===== config.mk =====
export PLATFORM = sky130hd
export DESIGN_NAME = halt_throttle_ctrl
export DESIGN_NICKNAME = d
export VERILOG_FILES = /design/src/include/halt_ctrl_pkg.sv /design/src/rtl/halt_throttle_ctrl.sv /design/src/rtl/sync_bank.sv /design/src/rtl/tick_pulse.sv
export SDC_FILE = /design/constraint.sdc
export NUM_CORES = 1
export LEC_CHECK = 0
export ABC_CLOCK_PERIOD_IN_PS = 5200
export BUFFER_PORTS_ARGS = -buffer_cell sky130_fd_sc_hd__buf_2
export CORE_ASPECT_RATIO = 1.4
export CORE_MARGIN = 2
export CORE_UTILIZATION = 61
export CTS_CLUSTER_SIZE = 12
export DETAILED_ROUTE_END_ITERATION = 10
export GPL_TIMING_DRIVEN = 1
export HOLD_SLACK_MARGIN = 0.1
export MAX_ROUTING_LAYER = met4
export PLACE_DENSITY = 0.82
export SYNTH_ARGS = -nofsm -noshare
export SYNTH_HDL_FRONTEND = slang
export SYNTH_SLANG_ARGS = --single-unit

===== constraint.sdc =====
create_clock -name ref_clk_i -period 5.2 [get_ports ref_clk_i]
set_clock_uncertainty 0.15 [all_clocks]
set_input_delay 0.78 -clock ref_clk_i [delete_from_list [all_inputs] [get_ports ref_clk_i]]
set_output_delay 0.78 -clock ref_clk_i [all_outputs]
set_load 0.01 [all_outputs]

===== src/include/halt_ctrl_pkg.sv =====
// Constants for the processor halt-request and throttle controller.
// Assumes a 25 MHz reference clock and an APB register bus.
package halt_ctrl_pkg;
  localparam int ADDR_W = 12;
  localparam int DATA_W = 32;
  localparam int IRQ_W = 16;
  // Register indices; byte address is four times the index
  localparam logic [9:0] BURST_IDX = 10'h0D3;
  localparam logic [9:0] CLKCTL_IDX = 10'h0D4;
  localparam logic [9:0] ASSERT_IDX = 10'h0D6;
  localparam logic [9:0] NEGATE_IDX = 10'h0D7;
  localparam logic [9:0] BRK_LO_IDX = 10'h0D8;
  localparam logic [9:0] BRK_HI_IDX = 10'h0D9;
  localparam logic [9:0] STATUS_IDX = 10'h0DB;
  // Reset values
  localparam logic [7:0] BURST_RST = 8'h00;
  localparam logic [7:0] CLKCTL_RST = 8'h00;
  localparam logic [7:0] ASSERT_RST = 8'h00;
  localparam logic [7:0] NEGATE_RST = 8'h00;
  localparam logic [7:0] BRK_LO_RST = 8'h00;
  localparam logic [7:0] BRK_HI_RST = 8'h00;
  // Clock control fields
  localparam int CC_BUSCLK_BIT = 0;
  localparam int CC_THROTTLE_BIT = 1;
  localparam int CC_MODE_LSB = 2;
  localparam int CC_AUTO_BIT = 4;
  localparam int CC_STBY_BIT = 7;
  localparam logic [7:0] CLKCTL_MASK = 8'h9F;
  // Writable break enables; reserved lines read zero
  localparam logic [7:0] BRK_LO_MASK = 8'hFB;
  localparam logic [7:0] BRK_HI_MASK = 8'hDF;
  // Halt request modes
  localparam logic [1:0] MODE_OFF = 2'b00;
  localparam logic [1:0] MODE_GRANT = 2'b01;
  localparam logic [1:0] MODE_STOP = 2'b10;
  // Timing
  localparam int CLK_PERIOD_NS = 40;
  localparam int TICK_US = 32;
  localparam int TICK_CYC = (TICK_US * 1000) / CLK_PERIOD_NS;
  localparam int STBY_FINE_MS = 4;
  localparam int STBY_COARSE_MS = 32;
  localparam int STBY_FINE_TICKS = (STBY_FINE_MS * 1000) / TICK_US;
  localparam int STBY_COARSE_TICKS = (STBY_COARSE_MS * 1000) / TICK_US;
  typedef enum logic [1:0] {ST_IDLE, ST_ASSERT, ST_NEGATE, ST_BURST} halt_state_t;
endpackage : halt_ctrl_pkg


===== src/rtl/halt_throttle_ctrl.sv =====
// Processor halt-request controller with throttling, burst timer and break events.
// Assumes an APB master on ref_clk_i; IRQ and burst pins are asynchronous.
// Functional notes
// (RL1) Auto throttle: 8-bit burst count sets negated time after a burst event.
// (RL2) Burst timer decrements once per 32 us tick, span one tick to 8 ms.
// (RL3) Every enabled burst event reloads the burst timer from its count; one in the same cycle as sw_req or brk_evt does not reload.
// (RL4) Burst timer expiry asserts the halt request again.
// (RL5) Clock control bit 7 picks standby tick: 0 is 4 ms, 1 is 32 ms.
// (RL6) Clock control bit 4 enables automatic throttle mode.
// (RL7) Nonzero mode field makes a control port read assert the halt request.
// (RL8) Mode 00 off, 01 stop-grant, 10 stop-clock, 11 reserved.
// (RL9) Clock control bit 1 enables periodic throttling.
// (RL10) Clock control bit 0 permits the bus clock to be stopped.
// (RL11) Each assertion while throttling loads the assert-period count.
// (RL12) Each negation while throttling loads the negate-period count.
// (RL13) Software never programs either throttle count as zero.
// (RL14) Throttle timer counts 32 us ticks, one tick up to 8 ms.
// (RL15) Enabled break event negates the request and reloads the negate count; one in the same cycle as sw_req does not, the request asserts.
// (RL16) Low break byte enables lines 0,1,3-7; bit 2 reserved.
// (RL17) High break byte enables lines 8-12,14,15; bit 5 reserved.
// (RL18) Throttling alternates asserted and negated periods, reloading each time.
//
// Our own choice: the APB register port.
`timescale 1ns/1ns
`default_nettype none
module halt_throttle_ctrl (
  input wire logic ref_clk_i, // 25 MHz clock
  input wire logic rst_b_i, // Sync reset, active low
  input wire logic psel_i, // APB select
  input wire logic penable_i, // APB enable
  input wire logic pwrite_i, // APB write
  input wire logic [halt_ctrl_pkg::ADDR_W-1:0] paddr_i, // APB byte address
  input wire logic [halt_ctrl_pkg::DATA_W-1:0] pwdata_i, // APB write data
  output logic [halt_ctrl_pkg::DATA_W-1:0] prdata_o, // APB read data
  output logic pready_o, // APB ready
  output logic pslverr_o, // APB error, unmapped
  input wire logic pm_port_read_i, // Control port read pulse
  input wire logic [halt_ctrl_pkg::IRQ_W-1:0] irq_i, // Interrupt pins
  input wire logic burst_event_i, // Burst clock event pin
  output logic cpu_halt_request_n_o, // Halt request, active low
  output logic [1:0] halt_request_mode_o, // Halt request mode
  output logic bus_clock_stop_en_o, // Bus clock may stop
  output logic standby_tick_o // Standby timer tick
);
  import halt_ctrl_pkg::*;

  logic [7:0] burst_cnt_r;
  logic [7:0] clk_ctl_r;
  logic [7:0] assert_cnt_r;
  logic [7:0] negate_cnt_r;
  logic [7:0] brk_lo_r;
  logic [7:0] brk_hi_r;
  logic [DATA_W-1:0] prdata_r;
  logic [9:0] idx;
  logic mapped;
  logic wr_en;
  logic rd_setup;
  logic [DATA_W-1:0] rd_val;
  halt_state_t state_r;
  halt_state_t state_nxt;
  logic [7:0] tmr_r;
  logic [7:0] tmr_nxt;
  logic halt_n_r;
  logic sw_hold_r;
  logic [IRQ_W-1:0] irq_s;
  logic [IRQ_W-1:0] irq_d_r;
  logic burst_s;
  logic burst_d_r;
  logic tick;
  logic expire;
  logic thr_en;
  logic auto_en;
  logic sw_req;
  logic brk_evt;
  logic burst_evt;
  logic [9:0] stby_cnt_r;
  logic [9:0] stby_last;
  logic stby_tick_r;

  assign idx = paddr_i[11:2];
  assign wr_en = psel_i && penable_i && pwrite_i;
  assign rd_setup = psel_i && !penable_i && !pwrite_i;
  assign thr_en = clk_ctl_r[CC_THROTTLE_BIT]; // RL9
  assign auto_en = clk_ctl_r[CC_AUTO_BIT];

  // Address decode and read mux
  always_comb begin
    mapped = 1'b1;
    rd_val = '0;
    if (idx == BURST_IDX) begin
      rd_val[7:0] = burst_cnt_r;
    end else if (idx == CLKCTL_IDX) begin
      rd_val[7:0] = clk_ctl_r;
    end else if (idx == ASSERT_IDX) begin
      rd_val[7:0] = assert_cnt_r;
    end else if (idx == NEGATE_IDX) begin
      rd_val[7:0] = negate_cnt_r;
    end else if (idx == BRK_LO_IDX) begin
      rd_val[7:0] = brk_lo_r;
    end else if (idx == BRK_HI_IDX) begin
      rd_val[7:0] = brk_hi_r;
    end else if (idx == STATUS_IDX) begin
      rd_val = {16'h0000, tmr_r, 5'h00, sw_hold_r, (state_r == ST_BURST), !halt_n_r};
    end else begin
      mapped = 1'b0;
    end
  end

  assign pready_o = 1'b1;
  assign pslverr_o = psel_i && penable_i && !mapped;
  assign prdata_o = prdata_r;

  always_ff @(posedge ref_clk_i) begin
    if (!rst_b_i) begin
      prdata_r <= '0;
    end else if (rd_setup) begin
      prdata_r <= rd_val;
    end
  end

  // Register writes
  always_ff @(posedge ref_clk_i) begin
    if (!rst_b_i) begin
      burst_cnt_r <= BURST_RST;
      clk_ctl_r <= CLKCTL_RST;
      assert_cnt_r <= ASSERT_RST;
      negate_cnt_r <= NEGATE_RST;
      brk_lo_r <= BRK_LO_RST;
      brk_hi_r <= BRK_HI_RST;
    end else if (wr_en) begin
      if (idx == BURST_IDX) begin
        burst_cnt_r <= pwdata_i[7:0]; // RL1
      end else if (idx == CLKCTL_IDX) begin
        clk_ctl_r <= pwdata_i[7:0] & CLKCTL_MASK; // RL6
      end else if (idx == ASSERT_IDX) begin
        assert_cnt_r <= pwdata_i[7:0];
      end else if (idx == NEGATE_IDX) begin
        negate_cnt_r <= pwdata_i[7:0];
      end else if (idx == BRK_LO_IDX) begin
        brk_lo_r <= pwdata_i[7:0] & BRK_LO_MASK; // RL16
      end else if (idx == BRK_HI_IDX) begin
        brk_hi_r <= pwdata_i[7:0] & BRK_HI_MASK; // RL17
      end
    end
  end

  assign halt_request_mode_o = clk_ctl_r[CC_MODE_LSB +: 2]; // RL8
  assign bus_clock_stop_en_o = clk_ctl_r[CC_BUSCLK_BIT]; // RL10

  // Pin synchronisers and edge detection
  sync_bank #(.WIDTH(IRQ_W + 1)) u_sync (
    .ref_clk_i(ref_clk_i),
    .rst_b_i(rst_b_i),
    .async_i({burst_event_i, irq_i}),
    .sync_o({burst_s, irq_s})
  );

  always_ff @(posedge ref_clk_i) begin
    if (!rst_b_i) begin
      irq_d_r <= '0;
      burst_d_r <= 1'b0;
    end else begin
      irq_d_r <= irq_s;
      burst_d_r <= burst_s;
    end
  end

  assign brk_evt = |(irq_s & ~irq_d_r & {brk_hi_r, brk_lo_r}); // RL16 RL17
  assign burst_evt = auto_en && burst_s && !burst_d_r; // RL6
  assign sw_req = pm_port_read_i && (halt_request_mode_o != MODE_OFF); // RL7

  // 32 us time base
  tick_pulse #(.PERIOD(TICK_CYC)) u_tick (
    .ref_clk_i(ref_clk_i),
    .rst_b_i(rst_b_i),
    .tick_o(tick)
  );

  assign expire = tick && (tmr_r == 8'h01); // RL2 RL14

  // Software hold: the port read sets it, a break clears it, set wins
  always_ff @(posedge ref_clk_i) begin
    if (!rst_b_i) begin
      sw_hold_r <= 1'b0;
    end else if (sw_req) begin
      sw_hold_r <= 1'b1; // RL7
    end else if (brk_evt) begin
      sw_hold_r <= 1'b0;
    end
  end

  // Halt request sequencer
  always_comb begin
    state_nxt = state_r;
    tmr_nxt = tick ? tmr_r - 8'h01 : tmr_r; // RL2 RL14
    if (sw_req) begin
      state_nxt = ST_ASSERT; // RL7
      tmr_nxt = assert_cnt_r; // RL11
    end else if (brk_evt) begin
      state_nxt = thr_en ? ST_NEGATE : ST_IDLE; // RL15
      tmr_nxt = negate_cnt_r; // RL15
    end else if (burst_evt) begin
      state_nxt = ST_BURST; // RL1
      tmr_nxt = burst_cnt_r; // RL3
    end else begin
      case (state_r)
        ST_IDLE: begin
          if (thr_en) begin
            state_nxt = ST_ASSERT;
            tmr_nxt = assert_cnt_r; // RL11
          end
        end
        ST_ASSERT: begin
          if (thr_en && expire) begin
            state_nxt = ST_NEGATE; // RL18
            tmr_nxt = negate_cnt_r; // RL12
          end else if (!thr_en && !sw_hold_r && !auto_en) begin
            state_nxt = ST_IDLE;
          end
        end
        ST_NEGATE: begin
          if (!thr_en) begin
            state_nxt = ST_IDLE;
          end else if (expire) begin
            state_nxt = ST_ASSERT; // RL18
            tmr_nxt = assert_cnt_r; // RL11
          end
        end
        ST_BURST: begin
          if (expire) begin
            state_nxt = ST_ASSERT; // RL4
            tmr_nxt = assert_cnt_r; // RL11
          end else if (!auto_en) begin
            state_nxt = thr_en ? ST_NEGATE : ST_IDLE;
            tmr_nxt = negate_cnt_r; // RL12
          end
        end
        default: begin
          state_nxt = ST_IDLE;
        end
      endcase
    end
  end

  always_ff @(posedge ref_clk_i) begin
    if (!rst_b_i) begin
      state_r <= ST_IDLE;
      tmr_r <= 8'h00;
      halt_n_r <= 1'b1;
    end else begin
      state_r <= state_nxt;
      tmr_r <= tmr_nxt;
      halt_n_r <= (state_nxt != ST_ASSERT);
    end
  end

  assign cpu_halt_request_n_o = halt_n_r;

  // Standby timer granularity
  assign stby_last = clk_ctl_r[CC_STBY_BIT] ? 10'(STBY_COARSE_TICKS - 1)
                                            : 10'(STBY_FINE_TICKS - 1); // RL5
  always_ff @(posedge ref_clk_i) begin
    if (!rst_b_i) begin
      stby_cnt_r <= 10'h000;
      stby_tick_r <= 1'b0;
    end else begin
      stby_tick_r <= tick && (stby_cnt_r >= stby_last); // RL5
      if (tick) begin
        stby_cnt_r <= (stby_cnt_r >= stby_last) ? 10'h000 : stby_cnt_r + 10'h001;
      end
    end
  end

  assign standby_tick_o = stby_tick_r;

  // Checks
  logic quiet;
  logic [11:0] gap_r;
  assign quiet = !sw_req && !brk_evt && !burst_evt;
  always_ff @(posedge ref_clk_i) begin
    if (!rst_b_i) begin
      // Aligned with the divider so the first tick is checked too
      gap_r <= 12'hFFF;
    end else begin
      gap_r <= tick ? 12'h000 : gap_r + 12'h001;
    end
  end

  property p_port_read;
    @(posedge ref_clk_i) disable iff (!rst_b_i)
      pm_port_read_i && (clk_ctl_r[3:2] != 2'b00) |=> !cpu_halt_request_n_o && tmr_r == $past(assert_cnt_r);
  endproperty
  a_port_read: assert property (p_port_read) else $error("port read did not assert request"); // RL7

  property p_mode_off;
    @(posedge ref_clk_i) disable iff (!rst_b_i)
      pm_port_read_i && clk_ctl_r[3:2] == 2'b00 && state_r == ST_IDLE && !thr_en && !auto_en && !brk_evt
      |=> cpu_halt_request_n_o;
  endproperty
  a_mode_off: assert property (p_mode_off) else $error("port read acted in mode off"); // RL8

  property p_break;
    @(posedge ref_clk_i) disable iff (!rst_b_i)
      brk_evt && !sw_req |=> cpu_halt_request_n_o && tmr_r == $past(negate_cnt_r);
  endproperty
  a_break: assert property (p_break) else $error("break did not release request"); // RL15

  property p_thr_assert;
    @(posedge ref_clk_i) disable iff (!rst_b_i)
      state_r == ST_NEGATE && thr_en && expire && quiet
      |=> !cpu_halt_request_n_o && tmr_r == $past(assert_cnt_r);
  endproperty
  a_thr_assert: assert property (p_thr_assert) else $error("assert count not loaded"); // RL11

  property p_thr_negate;
    @(posedge ref_clk_i) disable iff (!rst_b_i)
      state_r == ST_ASSERT && thr_en && expire && quiet
      |=> cpu_halt_request_n_o && tmr_r == $past(negate_cnt_r);
  endproperty
  a_thr_negate: assert property (p_thr_negate) else $error("negate count not loaded"); // RL12

  property p_burst_load;
    @(posedge ref_clk_i) disable iff (!rst_b_i)
      burst_evt && !sw_req && !brk_evt |=> state_r == ST_BURST && tmr_r == $past(burst_cnt_r);
  endproperty
  a_burst_load: assert property (p_burst_load) else $error("burst timer not reloaded"); // RL3

  property p_burst_exp;
    @(posedge ref_clk_i) disable iff (!rst_b_i)
      state_r == ST_BURST && expire && quiet |=> !cpu_halt_request_n_o;
  endproperty
  a_burst_exp: assert property (p_burst_exp) else $error("burst expiry did not assert"); // RL4

  property p_tick_gap;
    @(posedge ref_clk_i) disable iff (!rst_b_i)
      tick |-> gap_r == 12'(TICK_CYC - 1);
  endproperty
  a_tick_gap: assert property (p_tick_gap) else $error("tick spacing wrong"); // RL14

  property p_hold;
    @(posedge ref_clk_i) disable iff (!rst_b_i)
      state_r == ST_NEGATE && thr_en && !tick && quiet |=> $stable(tmr_r) && cpu_halt_request_n_o;
  endproperty
  a_hold: assert property (p_hold) else $error("negated period disturbed"); // RL18

  c_throttle: cover property (@(posedge ref_clk_i) disable iff (!rst_b_i)
    state_r == ST_ASSERT ##1 state_r == ST_NEGATE);
  c_burst: cover property (@(posedge ref_clk_i) disable iff (!rst_b_i)
    state_r == ST_BURST && expire);
  c_break: cover property (@(posedge ref_clk_i) disable iff (!rst_b_i)
    brk_evt && !cpu_halt_request_n_o);
  c_port: cover property (@(posedge ref_clk_i) disable iff (!rst_b_i) sw_req);
endmodule : halt_throttle_ctrl
`default_nettype wire


===== src/rtl/sync_bank.sv =====
// Two-flop synchroniser, one per bit.
// Assumes inputs come from pins outside the reference clock domain.
`timescale 1ns/1ns
`default_nettype none
module sync_bank #(
  parameter int WIDTH = 1
) (
  input wire logic ref_clk_i, // Reference clock
  input wire logic rst_b_i, // Sync reset, active low
  input wire logic [WIDTH-1:0] async_i, // Pin levels
  output logic [WIDTH-1:0] sync_o // Synchronised levels
);
  genvar g;
  generate
    for (g = 0; g < WIDTH; g++) begin : g_bit
      logic meta_r;
      logic stab_r;
      always_ff @(posedge ref_clk_i) begin
        if (!rst_b_i) begin
          meta_r <= 1'b0;
          stab_r <= 1'b0;
        end else begin
          meta_r <= async_i[g];
          stab_r <= meta_r;
        end
      end
      assign sync_o[g] = stab_r;
    end
  endgenerate
endmodule : sync_bank
`default_nettype wire


===== src/rtl/tick_pulse.sv =====
// Free-running divider giving a one-cycle pulse every PERIOD cycles.
// Assumes one clock and a synchronous active-low reset.
`timescale 1ns/1ns
`default_nettype none
module tick_pulse #(
  parameter int PERIOD = 800
) (
  input wire logic ref_clk_i, // Reference clock
  input wire logic rst_b_i, // Sync reset, active low
  output logic tick_o // One-cycle pulse
);
  localparam int CW = $clog2(PERIOD);
  localparam logic [CW-1:0] LAST = CW'(PERIOD - 1);
  logic [CW-1:0] cnt_r;
  always_ff @(posedge ref_clk_i) begin
    if (!rst_b_i) begin
      cnt_r <= '0;
      tick_o <= 1'b0;
    end else begin
      tick_o <= (cnt_r == LAST);
      cnt_r <= (cnt_r == LAST) ? '0 : cnt_r + 1'b1;
    end
  end
endmodule : tick_pulse
`default_nettype wire


==> flow_summary_export.csv <==
group,metric,value,unit
timing,period_needed,3240,ps
timing,rsz0062_at_grt,"no",
routing,drtIter0Drc,475,
routing,routed_via_density,6.20,
global_route,gr-total-overflow,0,
global_route,gr-usage-all-layers,31.7,%
floorplanning,fp.dieArea,11700,um2
flow_run,drv_cap,0,
logic_synthesis,syn_avg_cell_area,8.53,um2
power_and_ir_drop,power.leakage,2.88,nW
global_route,antenna_found_initial,0,
logic_synthesis,netlist.area_leader.share,41.9,%
logic_synthesis,ys.flop_type,"dfxtp_1",
logic_synthesis,yosys_warnings,0,
cts,clkLatencyLatePin,420,ps
cts,postCtsHoldBufs,0,
global_route,grt_pass1_wl,28.2,mm
run_status,outcome,"finished, final reports clean",
timing,hold_viol,0,
final_layout,layout_commonest_cell,"dfxtp_1",
timing,relSlewSlack,18.7,%
cts,cts-root-buf,"clkbuf_16",
final_layout,n_fill_cell,858,
routing,routed_wl,18.1,mm
final_layout,diodes,0,
critical_path,crit_type,"in -> out",
critical_path,critPathCaptureType,"primary output",
cts,postCtsResizedCells,0,
cts,htree_levels,4,
final_layout,area_delta_synth_final,12.2,%
min_path,hold_class,"reg -> reg",
floorplanning,core_area,10700,um2
cts,cts_tree,"done",
power_and_ir_drop,power.density,307,nW/um2
logic_synthesis,seq_area_frac_synth,41.9,%
logic_synthesis,synth_area,6630,um2
logic_synthesis,netlist_top_cells_area,"dfxtp_1 (42%), mux2i_1 (5.7%), nor2_1 (5.3%)",
global_route,grt_max_degree,65,
floorplanning,die_h,127,um
final_layout,multi_input_area,3540,um2
critical_path,crit_arrival,2310,ps
power_and_ir_drop,peakVddDrop,0.284,mV
power_and_ir_drop,total_power,2.29,mW
timing,fmax,0.309,GHz
global_route,grt_pass1_vias,5620,
cts,cts_setup_buffers,0,
critical_path,cp.required,4270,ps
cts,clock-sinks,139,
cts,clkTransAtPathRegs,60,ps
floorplanning,rows,45,
routing,drc,0,
floorplanning,initial_core_util,62.0,%
critical_path,slowest_delay,390,ps
critical_path,crit_slowest_cell,"nand4b_1",
logic_synthesis,synth_cell_types,67,
critical_path,crit_chain,"buf_2 -> nand4b_1 -> nor3_1 -> nand2_1 -> a21oi_1 -> nor3_1 -> buf_2",
logic_synthesis,synth_edf_count,0,
timing,setup_tns,0,ps
timing,final_max_slew_viol_count,0,
place,dp_hpwl,12.9,mm
floorplanning,ios,106,
place,gp_congestion,0.966,
routing,vias,6002,
critical_path,cp-start-kind,"input port",
routing,avgRoutedWirePerCell,18.7,um
final_layout,ff_latch_area,2780,um2
critical_path,path_buf_inv,2,
place,numPortBuffers,60,
floorplanning,die_w,92.1,um
timing,holdWs,278,ps
final_layout,layout.nets,893,
critical_path,path_max_fanout,9,
cts,cts_buffer_depth,2,
timing,tightestPinTransition,1210,ps
logic_synthesis,yosys.area.top_type,"dfxtp_1",
final_layout,drive_above_1_share,13.2,%
logic_synthesis,async_flop_share,0,%
logic_synthesis,ys_seq_elements,139,
critical_path,crit_family,"simple AND/OR/NAND/NOR gates",
routing,dr.pass1.iters,7,
logic_synthesis,syn-instance-count,778,
timing,setup_viol,0,
cts,cts_buffers,17,
timing,period_share,62.2,%
final_layout,final_cell_mix,"dfxtp_1 (139), nor2_1 (93), nand2_1 (68)",
routing,detail-route-antenna-nets,0,
-- synth_stat cells (8+ instances only) --
library cell  instances
a21oi_1              39
a22oi_1              17
a31oi_1               8
and2_1               48
and3_1                8
buf_4                20
clkbuf_1             36
dfxtp_1             139
ha_1                 11
inv_1                12
mux2i_1              38
nand2_1              68
nand3_1              32
nand3b_1             17
nand4_1               9
nor2_1               93
nor3_1               15
o21ai_0              33
o22ai_1               9
xnor2_1              12
xor2_1               11
-- layout make-up --
cell class | count | area share [%]
Clock inverter | 11 | 1.33
Timing Repair Buffer | 66 | 4.64
Inverter | 13 | 0.656
Multi-Input combinational cell | 578 | 47.6
Clock buffer | 20 | 6.00
Tap cell | 141 | 2.37
Sequential cell | 139 | 37.4
-- logic make-up after synthesis --
logic type / count (synthesis) / share of synthesized area [%]
xor gates and xnor gates: 23 / 3.04
and+or+nand+nor: 323 / 24.5
adders and majority gates: 11 / 2.07
DFF: 139 / 41.9
AOI/OAI and AO/OA: 163 / 16.5
buffers and inverters: 76 / 5.56
other: 2 / 0.113
muxes: 41 / 6.24
-- state kept, by name, summed over array words and instances, names as in the netlist, 7 cells and up --
signal               count
burst_cnt_r              8
negate_cnt_r             8
u_sync.g_bit.stab_r     15
u_tick.cnt_r            10
tmr_r                    8
assert_cnt_r             8
brk_lo_r                 7
brk_hi_r                 7
stby_cnt_r              10
u_sync.g_bit.meta_r     15
prdata_o                16
irq_d_r                 14
-- report_power, final --
group          total, mW  internal (mW)  switching, mW
clock network       1.11          0.664          0.450
logic             0.0852         0.0282         0.0570
registers           1.09           1.08        0.00689
total               2.29           1.78          0.514
-- path summary, 6_finish.rpt --
kind	from	to	slack [ps]	cells past startpoint
worst max-delay path	paddr_i[7]	pslverr_o	1960	7
worst min-delay path	u_sync.g_bit[5].meta_r$_SDFF_PN0_	u_sync.g_bit[5].stab_r$_SDFF_PN0_	280	1
worst max register to register	tmr_r[0]$_SDFF_PN0_	tmr_r[2]$_SDFF_PN0_	2340	7
worst min register to register	u_sync.g_bit[5].meta_r$_SDFF_PN0_	u_sync.g_bit[5].stab_r$_SDFF_PN0_	280	1
-- worst reg2reg max path, delay by kind of cell, from the launching register on --
kind / cells / cell delay (ps)
AO/OA/AOI/OAI: 4 / 880
adder cells (fa/ha/maj): 1 / 200
flip-flops: 1 / 440
AND/OR/NAND/NOR: 2 / 1040
-- per-stage QoR --
step / cell area [um2] / setup WS [ps] / cells / utilization [%]
after floorplan: 6690 / 2430 / 793 / -
after global placement: 6900 / 1830 / 937 / 64.5
after detailed placement: 6900 / 1730 / 937 / 64.5
after CTS: 7440 / 1990 / 968 / 69.6
after global routing: 7440 / 1860 / 968 / 69.6
final: 7440 / 1960 / 968 / 69.6
-- per-layer routing --
layer  up-vias  track usage (%)  share of wire [%]
met2       297             53.8                 50
met3        64             5.13                6.3
li1       2805                -                  -
met1      2836             35.0                 38
met5         -                -                  0
met4         0             18.9                5.2
No activity file was read; power rests on OpenSTA's default activity.
